<file path="config.mk">
export PLATFORM = sky130hd
export DESIGN_NAME = rcd_top
export DESIGN_NICKNAME = d
export VERILOG_FILES = /design/src/core/rcd_pkg.sv /design/src/core/rcd_top.sv /design/src/core/rcd_sync.sv /design/src/core/rcd_timer.sv
export SDC_FILE = /design/constraint.sdc
export NUM_CORES = 1
export LEC_CHECK = 0
export ABC_AREA = 1
export BUFFER_PORTS_ARGS = -buffer_cell sky130_fd_sc_hd__buf_2
export CORE_ASPECT_RATIO = 0.8
export CORE_UTILIZATION = 42
export CTS_CLUSTER_DIAMETER = 80
export CTS_CLUSTER_SIZE = 30
export DETAILED_ROUTE_END_ITERATION = 7
export GPL_ROUTABILITY_DRIVEN = 0
export PLACE_DENSITY_LB_ADDON = 0.25
export SLEW_MARGIN = 20
export SYNTH_ARGS = -nofsm -noshare
export SYNTH_HDL_FRONTEND = slang
export SYNTH_HIERARCHICAL = 1
export SYNTH_SLANG_ARGS = --single-unit
export TNS_END_PERCENT = 10
</file>
<file path="constraint.sdc">
create_clock -name hclk -period 3.8 [get_ports hclk]
set_input_delay 0.38 -clock hclk [delete_from_list [all_inputs] [get_ports hclk]]
set_output_delay 0.38 -clock hclk [all_outputs]
set_load 0.05 [all_outputs]
</file>
<file path="src/core/rcd_pkg.sv">
// constants, field layouts and carrier types for the reset/config block
// assumes a 100 MHz hclk and an AHB-Lite master doing word transfers
//
// Behaviour
// - undriven strap reads as 1; a strap held low clears its register bit
// - sampled data bus bit zero loads bit 0 of chip-select pin assign 0
// - reset clears both show-cycle enable bits
// - any show-cycle enable set puts internal writes onto the external bus
// - a break enters background debug, stops execution, asserts freeze
// - reset clears module freeze bits; a frozen module stops while halted
// - reset sets watchdog enable (short timeout); clearing it disables
// - after reset the cpu clock is crystal times 256
// - clock-double bit doubles cpu clock; baud scales, periodic timer not
// - indicators for halt, reset, debug freeze, and running with a cycle
// - freeze and run both lit when stuck on a nonexistent-memory access
package rcd_pkg;
    localparam int unsigned RCD_CLK_MHZ = 100;
    localparam longint unsigned RCD_CLK_HZ = 64'd100000000;
    localparam longint unsigned RCD_XTAL_HZ = 64'd32768;
    localparam longint unsigned RCD_MULT = 64'd256;
    localparam logic [31:0] RCD_CPU_INC =
        32'((RCD_XTAL_HZ * RCD_MULT << 32) / RCD_CLK_HZ);
    localparam logic [31:0] RCD_XTAL_INC =
        32'((RCD_XTAL_HZ << 32) / RCD_CLK_HZ);
    // times in ns, counts rounded up to whole cycles
    localparam int unsigned RCD_RESET_NS = 2000;
    localparam int unsigned RCD_FETCH_NS = 40;
    localparam int unsigned RCD_STUCK_NS = 1000;
    localparam int unsigned RCD_WDOG_NS = 30000;
    localparam int unsigned RCD_RESET_CYC =
        (RCD_RESET_NS * RCD_CLK_MHZ + 999) / 1000;
    localparam int unsigned RCD_FETCH_CYC =
        (RCD_FETCH_NS * RCD_CLK_MHZ + 999) / 1000;
    localparam int unsigned RCD_STUCK_CYC =
        (RCD_STUCK_NS * RCD_CLK_MHZ + 999) / 1000;
    localparam int unsigned RCD_WDOG_CYC =
        (RCD_WDOG_NS * RCD_CLK_MHZ + 999) / 1000;
    // register byte offsets
    localparam logic [7:0] RCD_A_CHIP_SELECT_PIN_ASSIGN_0 = 8'h00;
    localparam logic [7:0] RCD_A_SYSMCR = 8'h04;
    localparam logic [7:0] RCD_A_QSMCR = 8'h08;
    localparam logic [7:0] RCD_A_SYSTEM_PROTECTION_CONTROL = 8'h0c;
    localparam logic [7:0] RCD_A_CLOCK_SYNTH_CONTROL = 8'h10;
    localparam logic [7:0] RCD_A_PITCR = 8'h14;
    localparam logic [7:0] RCD_A_DBGCR = 8'h18;
    localparam logic [7:0] RCD_A_STATUS = 8'h1c;
    localparam logic [7:0] RCD_A_WDSVC = 8'h20;
    // field positions
    localparam int unsigned RCD_F_FREEZE = 15;
    localparam int unsigned RCD_F_SHOW = 8;
    localparam int unsigned RCD_F_SWE = 7;
    localparam int unsigned RCD_F_DOUBLE = 0;
    localparam int unsigned RCD_F_PIT_EN = 8;
    localparam int unsigned RCD_F_BRK = 0;
    localparam int unsigned RCD_F_RESUME = 1;
    localparam int unsigned RCD_F_STOP = 2;
    // reset values
    localparam logic [1:0] RCD_CHIP_SELECT_PIN_ASSIGN_0_RST = 2'h3;
    localparam logic [7:0] RCD_PIT_RST = 8'h00;
    localparam logic [2:0] RCD_HSIZE_WORD = 3'h2;
    localparam logic [3:0] RCD_PINS_RST = 4'h5;

    typedef enum logic [4:0] {
        RCD_ST_RESET = 5'b00001,
        RCD_ST_FETCH = 5'b00010,
        RCD_ST_RUN = 5'b00100,
        RCD_ST_BDM = 5'b01000,
        RCD_ST_HALT = 5'b10000
    } rcd_state_t;

    typedef struct packed {
        logic valid;
        logic [7:0] addr;
        logic [31:0] data;
    } rcd_show_t;

    typedef struct packed {
        logic halt;
        logic reset;
        logic freeze;
        logic run;
    } rcd_led_t;
endpackage

</file>
<file path="src/core/rcd_top.sv">
// reset sequencing, strap capture, debug halt and pod indicators
// assumes a single AHB-Lite master; pins arrive asynchronous to hclk
//
// Our own choices: the AHB-Lite slave port and the register addresses.
`timescale 1ns/10ps
`default_nettype none
module rcd_top (
    // clock and reset
    input wire logic hclk,
    input wire logic hresetn,
    // ahb-lite slave
    input wire logic hsel,
    input wire logic [31:0] haddr,
    input wire logic [1:0] htrans,
    input wire logic hwrite,
    input wire logic [2:0] hsize,
    input wire logic [31:0] hwdata,
    input wire logic hready,
    output logic hreadyout,
    output logic hresp,
    output logic [31:0] hrdata,
    // pins from the board and emulator
    input wire logic data_bus_bit_zero_strap,
    input wire logic strap_driven,
    input wire logic reset_pin_n,
    input wire logic break_pin,
    // core bus status, same clock
    input wire logic mem_cycle_pending,
    input wire logic mem_cycle_ack,
    // configuration and control out
    output logic boot_port_port_width_jumper,
    output logic vector_fetch,
    output logic cpu_run,
    output logic freeze_out,
    output logic wdog_reset,
    // clocks and ticks
    output logic cpu_clock_output,
    output logic baud_tick,
    output logic pit_tick,
    // show cycles and indicators
    output rcd_pkg::rcd_show_t show_bus,
    output rcd_pkg::rcd_led_t leds
);
    import rcd_pkg::*;

    logic [3:0] pins_raw;
    logic [3:0] pins_s;
    logic strap_eff;
    logic rst_pin_s;
    logic brk_pin_s;
    logic brk_pin_d;
    logic addr_ok;
    logic wr_pend;
    logic [7:0] wr_addr;
    logic [31:0] next_rdata;
    rcd_state_t state;
    rcd_state_t next_state;
    logic [11:0] seq_cnt;
    logic in_reset;
    logic halted;
    logic [1:0] chip_select_pin_assign_0;
    logic sim_freeze;
    logic [1:0] show_cycle_enable;
    logic qsm_freeze;
    logic watchdog_enable_bit;
    logic clk_double;
    logic pit_en;
    logic [7:0] pit_period;
    logic dbg_wr;
    logic brk_req;
    logic resume_req;
    logic stop_req;
    logic svc_wr;
    logic wdog_expire;
    logic [32:0] cpu_sum;
    logic [32:0] xtal_sum;
    logic [31:0] cpu_acc;
    logic [31:0] xtal_acc;
    logic xtal_tick;
    logic [11:0] stuck_cnt;
    logic stuck;

    // pins cross into hclk before anything looks at them
    assign pins_raw = {break_pin, reset_pin_n, strap_driven,
                       data_bus_bit_zero_strap};

    rcd_sync #(.WIDTH(4), .RST_VAL(RCD_PINS_RST)) u_sync (
        .hclk(hclk),
        .hresetn(hresetn),
        .d(pins_raw),
        .q(pins_s)
    );

    // pull-up: a floating strap reads high
    assign strap_eff = pins_s[1] ? pins_s[0] : 1'b1;
    assign rst_pin_s = pins_s[2];
    assign brk_pin_s = pins_s[3];

    always_ff @(posedge hclk or negedge hresetn) begin
        if (!hresetn) begin
            brk_pin_d <= 1'b0;
        end else begin
            brk_pin_d <= brk_pin_s;
        end
    end

    // bus slave: zero wait states, always OKAY
    assign hreadyout = 1'b1;
    assign hresp = 1'b0;
    // narrow transfers are not supported and are ignored
    assign addr_ok = hsel && htrans[1] && hready &&
                     hsize == RCD_HSIZE_WORD;

    always_ff @(posedge hclk or negedge hresetn) begin
        if (!hresetn) begin
            wr_pend <= 1'b0;
            wr_addr <= 8'h00;
        end else begin
            wr_pend <= addr_ok && hwrite;
            if (addr_ok) begin
                wr_addr <= haddr[7:0];
            end
        end
    end

    // read data is fetched at the address phase so it leaves a flop
    always_comb begin
        next_rdata = 32'h0000_0000;
        case (haddr[7:0])
            RCD_A_CHIP_SELECT_PIN_ASSIGN_0: next_rdata[1:0] = chip_select_pin_assign_0;
            RCD_A_SYSMCR: begin
                next_rdata[RCD_F_FREEZE] = sim_freeze;
                next_rdata[RCD_F_SHOW +: 2] = show_cycle_enable;
            end
            RCD_A_QSMCR: next_rdata[RCD_F_FREEZE] = qsm_freeze;
            RCD_A_SYSTEM_PROTECTION_CONTROL: next_rdata[RCD_F_SWE] = watchdog_enable_bit;
            RCD_A_CLOCK_SYNTH_CONTROL: next_rdata[RCD_F_DOUBLE] = clk_double;
            RCD_A_PITCR: begin
                next_rdata[RCD_F_PIT_EN] = pit_en;
                next_rdata[7:0] = pit_period;
            end
            RCD_A_STATUS: begin
                next_rdata[4:0] = state;
                next_rdata[5] = stuck;
                next_rdata[6] = freeze_out;
                next_rdata[7] = strap_eff;
            end
            default: next_rdata = 32'h0000_0000;
        endcase
    end

    always_ff @(posedge hclk or negedge hresetn) begin
        if (!hresetn) begin
            hrdata <= 32'h0000_0000;
        end else if (addr_ok && !hwrite) begin
            hrdata <= next_rdata;
        end
    end

    assign dbg_wr = wr_pend && wr_addr == RCD_A_DBGCR;
    assign svc_wr = wr_pend && wr_addr == RCD_A_WDSVC;
    assign brk_req = (dbg_wr && hwdata[RCD_F_BRK]) ||
                     (brk_pin_s && !brk_pin_d);
    assign resume_req = dbg_wr && hwdata[RCD_F_RESUME];
    assign stop_req = dbg_wr && hwdata[RCD_F_STOP];

    // sequencer: reset hold, vector fetch, then run/debug
    always_comb begin
        next_state = state;
        case (state)
            RCD_ST_RESET: begin
                if (rst_pin_s && seq_cnt == 12'h000) begin
                    next_state = RCD_ST_FETCH;
                end
            end
            RCD_ST_FETCH: begin
                if (seq_cnt == 12'h000) begin
                    next_state = RCD_ST_RUN;
                end
            end
            RCD_ST_RUN: begin
                if (brk_req) begin
                    next_state = RCD_ST_BDM;
                end else if (stop_req) begin
                    next_state = RCD_ST_HALT;
                end
            end
            RCD_ST_BDM: begin
                if (resume_req) begin
                    next_state = RCD_ST_RUN;
                end
            end
            RCD_ST_HALT: begin
                if (brk_req) begin
                    next_state = RCD_ST_BDM;
                end else if (resume_req) begin
                    next_state = RCD_ST_RUN;
                end
            end
            default: next_state = RCD_ST_RESET;
        endcase
        // watchdog bite or pin reset override everything
        if (!rst_pin_s || wdog_expire) begin
            next_state = RCD_ST_RESET;
        end
    end

    always_ff @(posedge hclk or negedge hresetn) begin
        if (!hresetn) begin
            state <= RCD_ST_RESET;
        end else begin
            state <= next_state;
        end
    end

    always_ff @(posedge hclk or negedge hresetn) begin
        if (!hresetn) begin
            seq_cnt <= 12'(RCD_RESET_CYC - 1);
        end else if (next_state == RCD_ST_RESET &&
                     (state != RCD_ST_RESET || !rst_pin_s)) begin
            seq_cnt <= 12'(RCD_RESET_CYC - 1);
        end else if (next_state == RCD_ST_FETCH &&
                     state != RCD_ST_FETCH) begin
            seq_cnt <= 12'(RCD_FETCH_CYC - 1);
        end else if (seq_cnt != 12'h000) begin
            seq_cnt <= seq_cnt - 12'h001;
        end
    end

    assign in_reset = state == RCD_ST_RESET;
    assign halted = state == RCD_ST_BDM || state == RCD_ST_HALT;
    assign vector_fetch = state == RCD_ST_FETCH;
    assign cpu_run = state == RCD_ST_RUN;
    assign freeze_out = state == RCD_ST_BDM;

    // strap is tracked through the whole reset hold; the last
    // sample before fetch is what the vectors are read with
    always_ff @(posedge hclk or negedge hresetn) begin
        if (!hresetn) begin
            chip_select_pin_assign_0 <= RCD_CHIP_SELECT_PIN_ASSIGN_0_RST;
        end else if (in_reset) begin
            chip_select_pin_assign_0 <= {RCD_CHIP_SELECT_PIN_ASSIGN_0_RST[1], strap_eff};
        end else if (wr_pend && wr_addr == RCD_A_CHIP_SELECT_PIN_ASSIGN_0) begin
            chip_select_pin_assign_0 <= hwdata[1:0];
        end
    end

    assign boot_port_port_width_jumper = chip_select_pin_assign_0[0];

    always_ff @(posedge hclk or negedge hresetn) begin
        if (!hresetn) begin
            sim_freeze <= 1'b0;
            show_cycle_enable <= 2'h0;
        end else if (in_reset) begin
            sim_freeze <= 1'b0;
            show_cycle_enable <= 2'h0;
        end else if (wr_pend && wr_addr == RCD_A_SYSMCR) begin
            sim_freeze <= hwdata[RCD_F_FREEZE];
            show_cycle_enable <= hwdata[RCD_F_SHOW +: 2];
        end
    end

    always_ff @(posedge hclk or negedge hresetn) begin
        if (!hresetn) begin
            qsm_freeze <= 1'b0;
        end else if (in_reset) begin
            qsm_freeze <= 1'b0;
        end else if (wr_pend && wr_addr == RCD_A_QSMCR) begin
            qsm_freeze <= hwdata[RCD_F_FREEZE];
        end
    end

    always_ff @(posedge hclk or negedge hresetn) begin
        if (!hresetn) begin
            watchdog_enable_bit <= 1'b1;
        end else if (in_reset) begin
            watchdog_enable_bit <= 1'b1;
        end else if (wr_pend && wr_addr == RCD_A_SYSTEM_PROTECTION_CONTROL) begin
            watchdog_enable_bit <= hwdata[RCD_F_SWE];
        end
    end

    always_ff @(posedge hclk or negedge hresetn) begin
        if (!hresetn) begin
            clk_double <= 1'b0;
        end else if (in_reset) begin
            clk_double <= 1'b0;
        end else if (wr_pend && wr_addr == RCD_A_CLOCK_SYNTH_CONTROL) begin
            clk_double <= hwdata[RCD_F_DOUBLE];
        end
    end

    always_ff @(posedge hclk or negedge hresetn) begin
        if (!hresetn) begin
            pit_en <= 1'b0;
            pit_period <= RCD_PIT_RST;
        end else if (in_reset) begin
            pit_en <= 1'b0;
            pit_period <= RCD_PIT_RST;
        end else if (wr_pend && wr_addr == RCD_A_PITCR) begin
            pit_en <= hwdata[RCD_F_PIT_EN];
            pit_period <= hwdata[7:0];
        end
    end

    // internal writes mirrored on the external bus for observers
    always_ff @(posedge hclk or negedge hresetn) begin
        if (!hresetn) begin
            show_bus <= '0;
        end else begin
            show_bus.valid <= wr_pend && show_cycle_enable != 2'h0;
            show_bus.addr <= wr_addr;
            show_bus.data <= hwdata;
        end
    end

    // watchdog: any write to the service word restarts it
    rcd_timer #(.WIDTH(12)) u_wdog (
        .hclk(hclk),
        .hresetn(hresetn),
        .run(watchdog_enable_bit && !in_reset &&
             !(halted && sim_freeze)),
        .load(in_reset || svc_wr || !watchdog_enable_bit),
        .load_value(12'(RCD_WDOG_CYC - 1)),
        .expire(wdog_expire)
    );

    assign wdog_reset = wdog_expire;

    // clock synthesis by phase accumulation; crystal reference
    // stays fixed so the periodic timer ignores the double bit
    assign cpu_sum = {1'b0, cpu_acc} +
                     {1'b0, clk_double ? RCD_CPU_INC << 1 : RCD_CPU_INC};
    assign xtal_sum = {1'b0, xtal_acc} + {1'b0, RCD_XTAL_INC};

    always_ff @(posedge hclk or negedge hresetn) begin
        if (!hresetn) begin
            cpu_acc <= 32'h0000_0000;
            xtal_acc <= 32'h0000_0000;
            cpu_clock_output <= 1'b0;
            baud_tick <= 1'b0;
            xtal_tick <= 1'b0;
        end else begin
            cpu_acc <= cpu_sum[31:0];
            xtal_acc <= xtal_sum[31:0];
            cpu_clock_output <= cpu_sum[31];
            baud_tick <= cpu_sum[32] && !(halted && qsm_freeze);
            xtal_tick <= xtal_sum[32];
        end
    end

    rcd_timer #(.WIDTH(12)) u_pit (
        .hclk(hclk),
        .hresetn(hresetn),
        .run(pit_en && xtal_tick && !(halted && sim_freeze)),
        .load(in_reset || !pit_en),
        .load_value({4'h0, pit_period}),
        .expire(pit_tick)
    );

    // a cycle nobody terminates marks nonexistent memory
    always_ff @(posedge hclk or negedge hresetn) begin
        if (!hresetn) begin
            stuck_cnt <= 12'h000;
        end else if (!cpu_run || !mem_cycle_pending || mem_cycle_ack) begin
            stuck_cnt <= 12'h000;
        end else if (!stuck) begin
            stuck_cnt <= stuck_cnt + 12'h001;
        end
    end

    assign stuck = stuck_cnt == 12'(RCD_STUCK_CYC);

    always_ff @(posedge hclk or negedge hresetn) begin
        if (!hresetn) begin
            leds <= '0;
        end else begin
            leds.halt <= state == RCD_ST_HALT;
            leds.reset <= in_reset;
            leds.freeze <= halted || stuck;
            leds.run <= cpu_run && mem_cycle_pending;
        end
    end
endmodule
`default_nettype wire

</file>
<file path="src/core/rcd_sync.sv">
// two-flop synchroniser for a group of pin levels
// assumes each bit is an independent level, not a multi-bit word
`timescale 1ns/10ps
`default_nettype none
module rcd_sync #(
    parameter int WIDTH = 4,
    parameter logic [WIDTH-1:0] RST_VAL = '0
) (
    // clock and reset
    input wire logic hclk,
    input wire logic hresetn,
    // levels
    input wire logic [WIDTH-1:0] d,
    output logic [WIDTH-1:0] q
);
    logic [WIDTH-1:0] meta;

    always_ff @(posedge hclk or negedge hresetn) begin
        if (!hresetn) begin
            meta <= RST_VAL;
            q <= RST_VAL;
        end else begin
            meta <= d;
            q <= meta;
        end
    end
endmodule
`default_nettype wire

</file>
<file path="src/core/rcd_timer.sv">
// reloading down counter shared by the watchdog and periodic timer
// assumes run is a per-cycle advance and load wins over run
`timescale 1ns/10ps
`default_nettype none
module rcd_timer #(
    parameter int WIDTH = 12
) (
    // clock and reset
    input wire logic hclk,
    input wire logic hresetn,
    // control
    input wire logic run,
    input wire logic load,
    input wire logic [WIDTH-1:0] load_value,
    // result
    output logic expire
);
    logic [WIDTH-1:0] count;

    always_ff @(posedge hclk or negedge hresetn) begin
        if (!hresetn) begin
            count <= '0;
            expire <= 1'b0;
        end else if (load) begin
            count <= load_value;
            expire <= 1'b0;
        end else if (run && count == '0) begin
            count <= load_value;
            expire <= 1'b1;
        end else begin
            count <= run ? count - 1'b1 : count;
            expire <= 1'b0;
        end
    end
endmodule
`default_nettype wire

</file>
==> metrics.cfg, run 1 <==
[critical_path]
worst_ep_arrival_time_ps=3150
path_max_fanout=10
r2r_setup_slack_ps=1040
required_ps=4190
endpoint_kind=flop
r2r-end=cpu_acc[30]$_DFF_PN0_
startpoint_type=flop
endpoint=cpu_acc[30]$_DFF_PN0_
cp-startpoint=clk_double$_DFFE_PN0P_
critPathKind=reg2reg
reg2reg_depth=13
rr_startpoint=clk_double$_DFFE_PN0P_

[worst_hold_path]
hold_class=in2reg
holdPathStages=1
min_from=hwdata[6]

[yosys]
synth_edf_count=0
post_synth.cell_area_avg_sq_um=7.802
ys_seq_elements=210
syn_area_sq_um=11540
yosysUniqueCellTypes=54
synth_ff_type=dfrtp_1
ys_async_sr_fraction_pct=100.0
syn_inst=1479
yosys_warnings=6
ys_seq_area_share_pct=45.68

[placed_design]
hpwl_mm=20.83
port_buffers=118

[timing]
rsz0062_at_grt=no
final_max_slew_viol_count=0
post-route-period-util_pct=72.65
fin_setup_tns_ps=0
period_needed_ps=2761
slew_headroom_pct=50.97
setup_violations=0
max_freq_mhz=362.2
skew_ps=30.92
worstMarginPinSlew_ps=735.5
hold_violations=0

[pwr]
power.total_mw=6.188
p_leak_nw=6.993
power_density_nw_per_um2=463.9
max-vdd-ir-drop_mv=0.3520

[flow_run]
maxCapViolCount=0

[run_status]
status=complete, no violations

[final_layout]
layout-drive-gt1-share_pct=14.52
fill_cells=2633
area_growth_pct=15.60
layout.nets=1757
diodes=0

[global_route]
grt_max_degree=97
overflow=0
grt_pass1_vias=9295
grt_pass1_wl_mm=46.42
grt_use_total_pct=20.32
antenna_found_initial=1

[routing]
totalWireLength_mm=27.84
drcViolationCount=0
ant_nets=0
wl_per_cell_microns=13.80
vias=9767
drt_first_iter_violations=819
viasPerCell=4.842
drtPass1Iterations=5

[cts]
cts_tree=done
clockBufferDepth=3
htreeDepth=1
post_cts.repair.setup_buffers=0
tritoncts.num_buffers=14
clk_pin_slew_ps=90
clock-root-buffer=clkbuf_16
insertion_delay_ps=510
cts.sinks=210

[floorplanning]
ios=167
num_rows=53
core_sq_um=26660
die_x_microns=187.3
die_h_microns=150.3
start_util_pct=43.29
die_area_sq_um=28150

==> cell type report <==
type	count	area, sq um	area share [%]
Clock buffer	15	375.4	2.814
Clock inverter	9	148.9	1.116
Inverter	227	854.6	6.406
Multi-Input combinational cell	1046	5293	39.67
Sequential cell	210	5271	39.51
Tap cell	357	446.7	3.348
Timing Repair Buffer	153	950.9	7.128
==> worst max-delay path, cell delays in order (launching register included) <==
cell and delay [ps]:
dfrtp_1 730, inv_1 290, buf_4 260, ha_1 250, inv_1 70, nand2_1 60
a21oi_1 400, o21bai_1 110, inv_1 110, nor2_1 70, nor2_1 130, nand2_1 70
nand2_1 60, nand2_1 50
==> worst min-delay path by stage <==
stage / slack [ps] / endpoint
after floorplan: 80 / baud_tick$_DFF_PN0_
after global placement: 330 / u_sync/q[1]$_DFF_PN0_
after detailed placement: 340 / u_sync/q[1]$_DFF_PN0_
after CTS: 5 / show_bus[6]$_DFF_PN0_
after global routing: 5 / show_bus[6]$_DFF_PN0_
final: 30 / show_bus[6]$_DFF_PN0_
==> cells in the mapped netlist, drive strengths merged (13+ instances only) <==
master | number | area share [%]
a21oi | 48 | 2.2
buf | 28 | 2.0
inv | 227 | 7.4
dfrtp | 197 | 43
ha | 24 | 2.6
dfstp | 13 | 3.0
nor2 | 161 | 5.8
nand2 | 427 | 15
nand3 | 121 | 5.6
nand4 | 25 | 1.5
o21ai | 72 | 3.3
xor2 | 45 | 3.4
nor3 | 33 | 1.7
==> metrics by stage <==
step / util [%] / instances / area (sq um) / setup WS, ps / hold WS, ps
global placement: 46.95 / 1963 / 12520 / 1079 / 332.4
global route: 50.04 / 2017 / 13340 / 776.0 / 4.946
finish: 50.04 / 2017 / 13340 / 1039 / 28.97
detailed placement: 46.95 / 1963 / 12520 / 1064 / 336.3
CTS: 50.04 / 2017 / 13340 / 1038 / 4.870
floorplan: - / 1516 / 11680 / 1495 / 84.41
==> routing by layer <==
| layer | vias up | part of all wire (%) | track usage [%] |
|---|---|---|---|
| li1 | 4945 | - | - |
| met1 | 4559 | 51 | 30.29 |
| met2 | 237 | 44 | 31.75 |
| met3 | 26 | 4.4 | 2.681 |
| met4 | 0 | 1.4 | 3.689 |
| met5 | - | 0 | 0 |
==> registers in the layout (all words and copies together), names as in the netlist, 11 cells and up <==
signal	cells
u_pit/count	12
cpu_acc	31
show_bus	41
hrdata	11
xtal_acc	31
stuck_cnt	12
seq_cnt	12
u_wdog/count	12
==> power breakdown <==
group,total (mW),leakage (nW),internal [mW],switching (mW)
clock,1.74,0.246,0.801,0.941
sequential,2.64,2.64,2.47,0.170
combinational,1.81,4.11,0.576,1.23
==> cell families after synthesis <==
kind of cell	share of synthesized area (%)
DFF	45.68
buffers and inverters	9.661
other	0.06508
xor gates and xnor gates	3.871
AOI/OAI and AO/OA	7.720
and+or+nand+nor	30.23
adders and majority gates	2.776
==> layout by cell type, fill, tap and decap left out, types with 5 or more instances in the layout <==
cell type      count
o21ai_1            5
nand2_1          399
nor2_2            15
clkbuf_16         15
nand3b_1           9
nand4_1           23
nor3_1            29
xnor2_1            6
o21bai_1           8
conb_1            39
dfrtp_1          197
a21oi_1           45
buf_2            117
nor2_1           143
nand3_1          114
ha_1              24
nand2_2           24
inv_1            215
xor2_1            45
dfstp_2           13
dlygate4sd3_1     30
o21ai_0           63
nand3_2            6
inv_2             11
==> repair_timing <==
item | CTS | global route
hold endpoints to repair | 115 | 0
hold buffers | 30 | 0
gates resized for setup | 0 | 0
(Power assumes the default switching activity.)
==> run 2: changes to the inputs <==
- clock period: 3.8 -> 2.49 ns (I/O delays scaled with it)
==> run 2 against run 1 <==
Effect of this change: combinational power increased by 52%; routed wire length decreased by 0.12%; non-clock buffer count increased by 17; core utilization increased by 0.15 points; die area unchanged; setup slack got worse by 920 ps; first-iteration DRC count decreased by 9.0%; clock-buffer cell count unchanged; power increased by 46%; flip-flop and latch count unchanged.
==> metrics.cfg, run 2 (synthesis gave the netlist of run 1 again) <==
[run_status]
status=complete, no violations

[global_route]
grt_pass1_wl_mm=46.82  ; +0.85%
grt_max_degree=59  ; -39%
grtUsageMet1_pct=30.28  ; about the same
grtUsageMet3_pct=2.471  ; -0.21 points
grt_pass1_vias=9352  ; +0.61%
antenna_found_initial=1  ; unchanged
met2_usage_pct=32.04  ; +0.30 points
grt-busiest-layer=met2
grt_use_total_pct=20.47  ; +0.15 points
overflow=0  ; unchanged

[placed_design]
hpwl_mm=21.02  ; +0.91%
place_inst=1971  ; +0.41%
port_buffers=118  ; unchanged
dpl_worst_slack_ps=173.0  ; -891.5 ps

[flow_run]
maxCapViolCount=0  ; unchanged

[timing]
skew_ps=30.80  ; -0.1203 ps
final_max_slew_viol_count=0  ; unchanged
max_freq_mhz=422.1  ; +17%
post-route-period-util_pct=95.15  ; +22 points
hold_violations=0  ; unchanged
fin_ws_ps=120.8  ; -918.3 ps
worstMarginPinSlew_ps=509.4  ; -226.1 ps
slew_headroom_pct=66.04  ; +15 points
setup_violations=0  ; unchanged
rsz0062_at_grt=yes
period_needed_ps=2369  ; -391.7 ps

[pwr]
max-vdd-ir-drop_mv=0.4143  ; +18%
pwr-share-clk_pct=24.9  ; -3.2 points
power_density_nw_per_um2=673.2  ; +45%
intPower_mw=5.674  ; +48%
swShare_pct=37.01  ; -0.85 points
power_switching_mw=3.333  ; +42%
p_comb_share_pct=30.7  ; +1.5 points
p_leak_nw=7.018  ; +0.36%
power.total_mw=9.008  ; +46%
power.share.sequential_pct=44.5  ; +1.9 points

[routing]
wl_per_cell_microns=13.68  ; -0.86%
vias=9801  ; +0.35%
drt_first_iter_violations=745  ; -9.0%
ant_nets=0  ; unchanged
viasPerCell=4.823  ; -0.39%
drtPass1Iterations=6  ; +1
totalWireLength_mm=27.81  ; -0.12%
drcViolationCount=0  ; unchanged

[critical_path]
critPathKind=reg2reg
required_ps=2920  ; -1270 ps
startpoint_type=flop
endpoint_kind=flop
path_max_fanout=16  ; +6
worst_ep_arrival_time_ps=2800  ; -350 ps

[cts]
cts.sinks=210  ; unchanged
clockBufferDepth=3  ; unchanged
clock-root-buffer=clkbuf_16
insertion_delay_ps=480  ; -30 ps
clk_pin_slew_ps=110  ; +20 ps
tritoncts.num_buffers=13  ; -1
htreeDepth=1  ; unchanged
cts_tree=done

[floorplanning]
start_util_pct=43.29  ; unchanged
core_sq_um=26660  ; unchanged
die_area_sq_um=28150  ; unchanged
die_h_microns=150.3  ; unchanged
num_rows=53  ; unchanged
die_x_microns=187.3  ; unchanged
ios=167  ; unchanged

[final_layout]
final_cell_mix=399 x nand2_1, 215 x inv_1, 197 x dfrtp_1, 143 x nor2_1, 117 x buf_2
area_growth_pct=15.95
reg_top3=show_bus (41), cpu_acc (31), xtal_acc (31)
largest_reg_flops=41  ; unchanged
layout.nets=1773  ; +0.91%
utilization_pct=50.19  ; +0.15 points
layoutNonFillerInstCount=2032  ; +0.74%
layout-drive-gt1-share_pct=14.58  ; +0.058 points
layout_commonest_cell=nand2_1
max_flop_register=show_bus

[worst_hold_path]
hold_class=in2reg

## run 2: cell count changes in the layout (fill, tap and decap cells not counted), moves of 2 or more
cell	change
clkinv_16	-2
clkbuf_1	+2
buf_4	+7
clkbuf_16	-2
dlygate4sd3_1	+9
## run 2: power by group through the flow
stage	registers (mW)	clock network [mW]	logic (mW)
floorplan	4.23	0	1.83
global placement	4.06	0	2.66
detailed placement	4.07	0	2.69
CTS	4.01	2.32	2.75
global route	4.06	2.43	3.14
finish	4.01	2.24	2.76
## run 2: path summary, 6_finish.rpt
path | from | endpoint | slack, ps | depth (start not counted)
setup / recovery | state[0]$_DFF_PN1_ | u_wdog/count[7]$_DFFE_PN0P_ | 120 | 14
hold / removal | haddr[1] | wr_addr[1]$_DFFE_PN0P_ | 30 | 3
setup reg to reg | state[0]$_DFF_PN1_ | u_wdog/count[7]$_DFFE_PN0P_ | 120 | 14
hold reg to reg | u_sync/meta[2]$_DFF_PN1_ | u_sync/q[2]$_DFF_PN1_ | 360 | 0
max in group asynchronous | hresetn | show_bus[30]$_DFF_PN0_ | 1470 | 3
min in group asynchronous | hresetn | cpu_acc[12]$_DFF_PN0_ | 280 | 2
## run 2: final cells by class
type / instances / area [sq um]
clock buffer: 15 / 332.8
antenna: 1 / 2.502
tap: 357 / 446.7
fill: 2595 / 13280
multi-input combinational: 1046 / 5293
inverter: 227 / 854.6
sequential: 210 / 5271
timing repair buffer: 170 / 1114
clock inverter: 6 / 66.31
## run 2: what timing repair did
item                                    CTS  global route
hold buffers                             39             0
endpoints found under the hold margin    83             0
buffers inserted                          0             0
resized for setup                         0             0
endpoints found under the setup margin    0            18
## run 2: worst max-delay path, stage by stage, from the launching register on
cell	delay [ps]
dfstp_2	610
nor2_2	80
nand2_1	80
nand2_1	70
nand2_2	100
inv_1	80
a21oi_1	290
nand2_1	100
nor3_1	180
nand2_2	120
nand2_4	200
inv_2	150
nand2_1	110
nand3_1	80
nand2_1	80
## run 2: per-stage QoR
stage	hold WS, ps	setup TNS (ps)	cell area, sq um
after global routing	13.41	-1044	13380
after floorplan	-46.59	0	11680
after global placement	215.7	0	12590
final	25.86	0	13380
after detailed placement	219.5	0	12590
after CTS	4.084	0	13380
## run 2: per-layer routing
metal	vias up	part of all wire [%]
met5	-	0
met4	0	1.9
met3	28	4.3
met2	227	43
met1	4564	51
li1	4982	-
==> run 3: changes to the inputs <==
- CORE_ASPECT_RATIO: 0.8 -> unset
==> run 3 against run 2 <==
Effect of this change: combinational power hardly changed; via count is 0.36% higher; cell area is 1.4% higher; sequential share of layout area is 0.54 points lower; worst hold slack better by 3.6 ps; clock power is 23% higher; non-clock buffer count is 3 higher; core utilization is 0.14 points higher; clock skew is 8.2 ps higher; maximum frequency is 5.8% higher; register-to-register slack better by 130 ps; routed wire length is 1.4% lower; critical endpoint is now cpu_acc[31]$_DFF_PN0_.
==> metrics.cfg, run 3 (synthesis gave the netlist of run 1 again) <==
[run_status]
status=complete, no violations

[timing]
final_max_slew_viol_count=0  ; unchanged
fin_ws_ps=251.3  ; +130.5 ps
holdWs_ps=29.45  ; +3.592 ps
rsz0062_at_grt=yes
period_needed_ps=2239  ; -130.5 ps
worstMarginPinSlew_ps=530.2  ; +20.80 ps
fin_setup_tns_ps=0  ; unchanged
slew_headroom_pct=64.65  ; -1.4 points
skew_ps=39.00  ; +8.204 ps
post-route-period-util_pct=89.91  ; -5.2 points
max_freq_mhz=446.7  ; +5.8%
setup_violations=0  ; unchanged
hold_violations=0  ; unchanged

[final_layout]
largest_reg_flops=41  ; unchanged
layout.nets=1778  ; +0.28%
layout_commonest_cell=nand2_1
area_growth_pct=17.55
utilization_pct=50.33  ; +0.14 points
max_flop_register=show_bus
final_cell_mix=399 x nand2_1, 215 x inv_1, 197 x dfrtp_1, 143 x nor2_1, 117 x buf_2
layout-drive-gt1-share_pct=14.92  ; +0.35 points
design_area_sq_um=13570  ; +1.4%
reg_top3=show_bus (41), cpu_acc (31), xtal_acc (31)
diodes=0  ; -1

[cts]
clockBufferDepth=3  ; unchanged
tritoncts.num_buffers=15  ; +2
clk_pin_slew_ps=110  ; about the same
insertion_delay_ps=520  ; +40 ps
clock-root-buffer=clkbuf_16
post_cts.repair.setup_buffers=0  ; unchanged
cts.sinks=210  ; unchanged
cts_tree=done
htreeDepth=1  ; unchanged

[floorplanning]
die_h_microns=167.8  ; +12%
ios=167  ; unchanged
die_x_microns=167.8  ; -10%
num_rows=60  ; +13%
die_area_sq_um=28140  ; about the same
core_sq_um=26950  ; +1.1%
start_util_pct=42.82  ; -0.47 points

[flow_run]
maxCapViolCount=0  ; unchanged

[global_route]
grt-busiest-layer=met2
grtUsageMet3_pct=2.411  ; -0.060 points
overflow=0  ; unchanged
grt_use_total_pct=20.13  ; -0.34 points
met2_usage_pct=33.97  ; +1.9 points
antenna_found_initial=0  ; -1
grt_pass1_vias=9591  ; +2.6%
grt_max_degree=69  ; +17%
grtUsageMet1_pct=27.07  ; -3.2 points
grt_pass1_wl_mm=46.29  ; -1.1%

[pwr]
power.share.sequential_pct=42.2  ; -2.3 points
pwr-share-clk_pct=28.9  ; +4.0 points
swShare_pct=37.20  ; +0.19 points
power_switching_mw=3.534  ; +6.0%
max-vdd-ir-drop_mv=0.5434  ; +31%
p_comb_share_pct=28.9  ; -1.8 points
p_leak_nw=7.107  ; +1.3%
intPower_mw=5.967  ; +5.2%
power_density_nw_per_um2=700.3  ; +4.0%

[routing]
drtPass1Iterations=5  ; -1
totalWireLength_mm=27.43  ; -1.4%
drcViolationCount=0  ; unchanged
ant_nets=0  ; unchanged
drt_first_iter_violations=504  ; -32%
viasPerCell=4.862  ; +0.80%
wl_per_cell_microns=13.56  ; -0.92%
vias=9836  ; +0.36%

[critical_path]
reg2reg_depth=14  ; unchanged
path_depth=14  ; unchanged
critPathTopFamily=simple AND/OR/NAND/NOR gates
critical_path_buf_inv_count=3  ; +1
critical-path-max-stage-delay_ps=410  ; -200 ps
critPathKind=reg2reg
startpoint_type=flop
cp_common_cell=nand2_1
crit_chain=inv_1, ha_1, inv_1, fa_1, inv_1, nand2_1, o21ai_2, nand3_1, nand2_1, nand2_1, nand2_2, nand2_1, nand3_1, nand2_1
worst_ep_arrival_time_ps=2640  ; -160 ps
required_ps=2900  ; -20 ps
rr_startpoint=clk_double$_DFFE_PN0P_
endpoint_kind=flop
path_max_fanout=3  ; -13
crit_path_top_delay_cell=fa_1
cp-startpoint=clk_double$_DFFE_PN0P_

[worst_hold_path]
min_from=haddr[1]
hold_class=in2reg
holdPathStages=3  ; unchanged

[placed_design]
hpwl_mm=20.75  ; -1.3%
dpl_cell_area_sq_um=12570  ; -0.16%
port_buffers=118  ; unchanged
dpl_worst_slack_ps=172.2  ; -0.7820 ps

[run 3: cell types whose count changed in the layout (fill, tap and decap cells not counted), sizes merged]
cell / previous run / this run
clkbuf: 15 / 18
clkinv: 3 / 4
clkinvlp: 1 / 0
diode: 1 / 0
dlygate4sd3: 39 / 42
inv: 229 / 231
[run 3: power groups by stage]
| stage | sequential (mW) | combinational, mW | clock [mW] |
|---|---|---|---|
| 2_1_floorplan | 4.23 | 1.83 | 0 |
| 3_3_place_gp | 4.07 | 2.65 | 0 |
| 3_5_place_dp | 4.07 | 2.69 | 0 |
| 4_1_cts | 4.01 | 2.75 | 2.84 |
| 5_1_grt | 4.06 | 3.12 | 2.96 |
| 6_report | 4.01 | 2.74 | 2.75 |
[run 3: cell type report]
type                       count  area, sq um
fill                        2595        13390
timing repair buffer         173         1144
clock inverter                 8        152.6
tap                          341        426.7
multi-input combinational   1046         5309
sequential                   210         5271
clock buffer                  18        407.9
inverter                     227        854.6
[run 3: worst min-delay path, delay by kind of cell]
family / cells / cell delay, ps
buffers and inverters: 2 / 160
AOI/OAI and AO/OA: 1 / 90
[run 3: repair_timing]
| item | CTS | global route |
|---|---|---|
| resized for setup | 0 | 3 |
| endpoints found under the setup margin | 0 | 11 |
| hold endpoints to repair | 94 | 0 |
| hold buffers | 42 | 0 |
[run 3: routing by layer]
metal | routed length (microns) | part of all wire, %
met1 | 13000 | 47
met2 | 12770 | 47
met3 | 1010 | 3.7
met4 | 643 | 2.3
met5 | 0 | 0
[run 3: path summary, 6_finish.rpt]
| kind | end | slack (ps) |
|---|---|---|
| hold reg to reg | u_sync/q[3]$_DFF_PN0_ | 360 |
| setup reg to reg | cpu_acc[31]$_DFF_PN0_ | 250 |
| setup / recovery | cpu_acc[31]$_DFF_PN0_ | 250 |
| min in group asynchronous | stuck_cnt[4]$_DFFE_PN0P_ | 290 |
| max in group asynchronous | state[0]$_DFF_PN1_ | 1470 |
| hold / removal | wr_addr[1]$_DFFE_PN0P_ | 30 |
[run 3: per-stage QoR]
step           total power, mW  instances
2_1_floorplan            6.061       1516
3_3_place_gp             6.718       1955
3_5_place_dp             6.761       1955
4_1_cts                  9.604       2023
5_1_grt                  10.13       2023
6_report                 9.501       2023
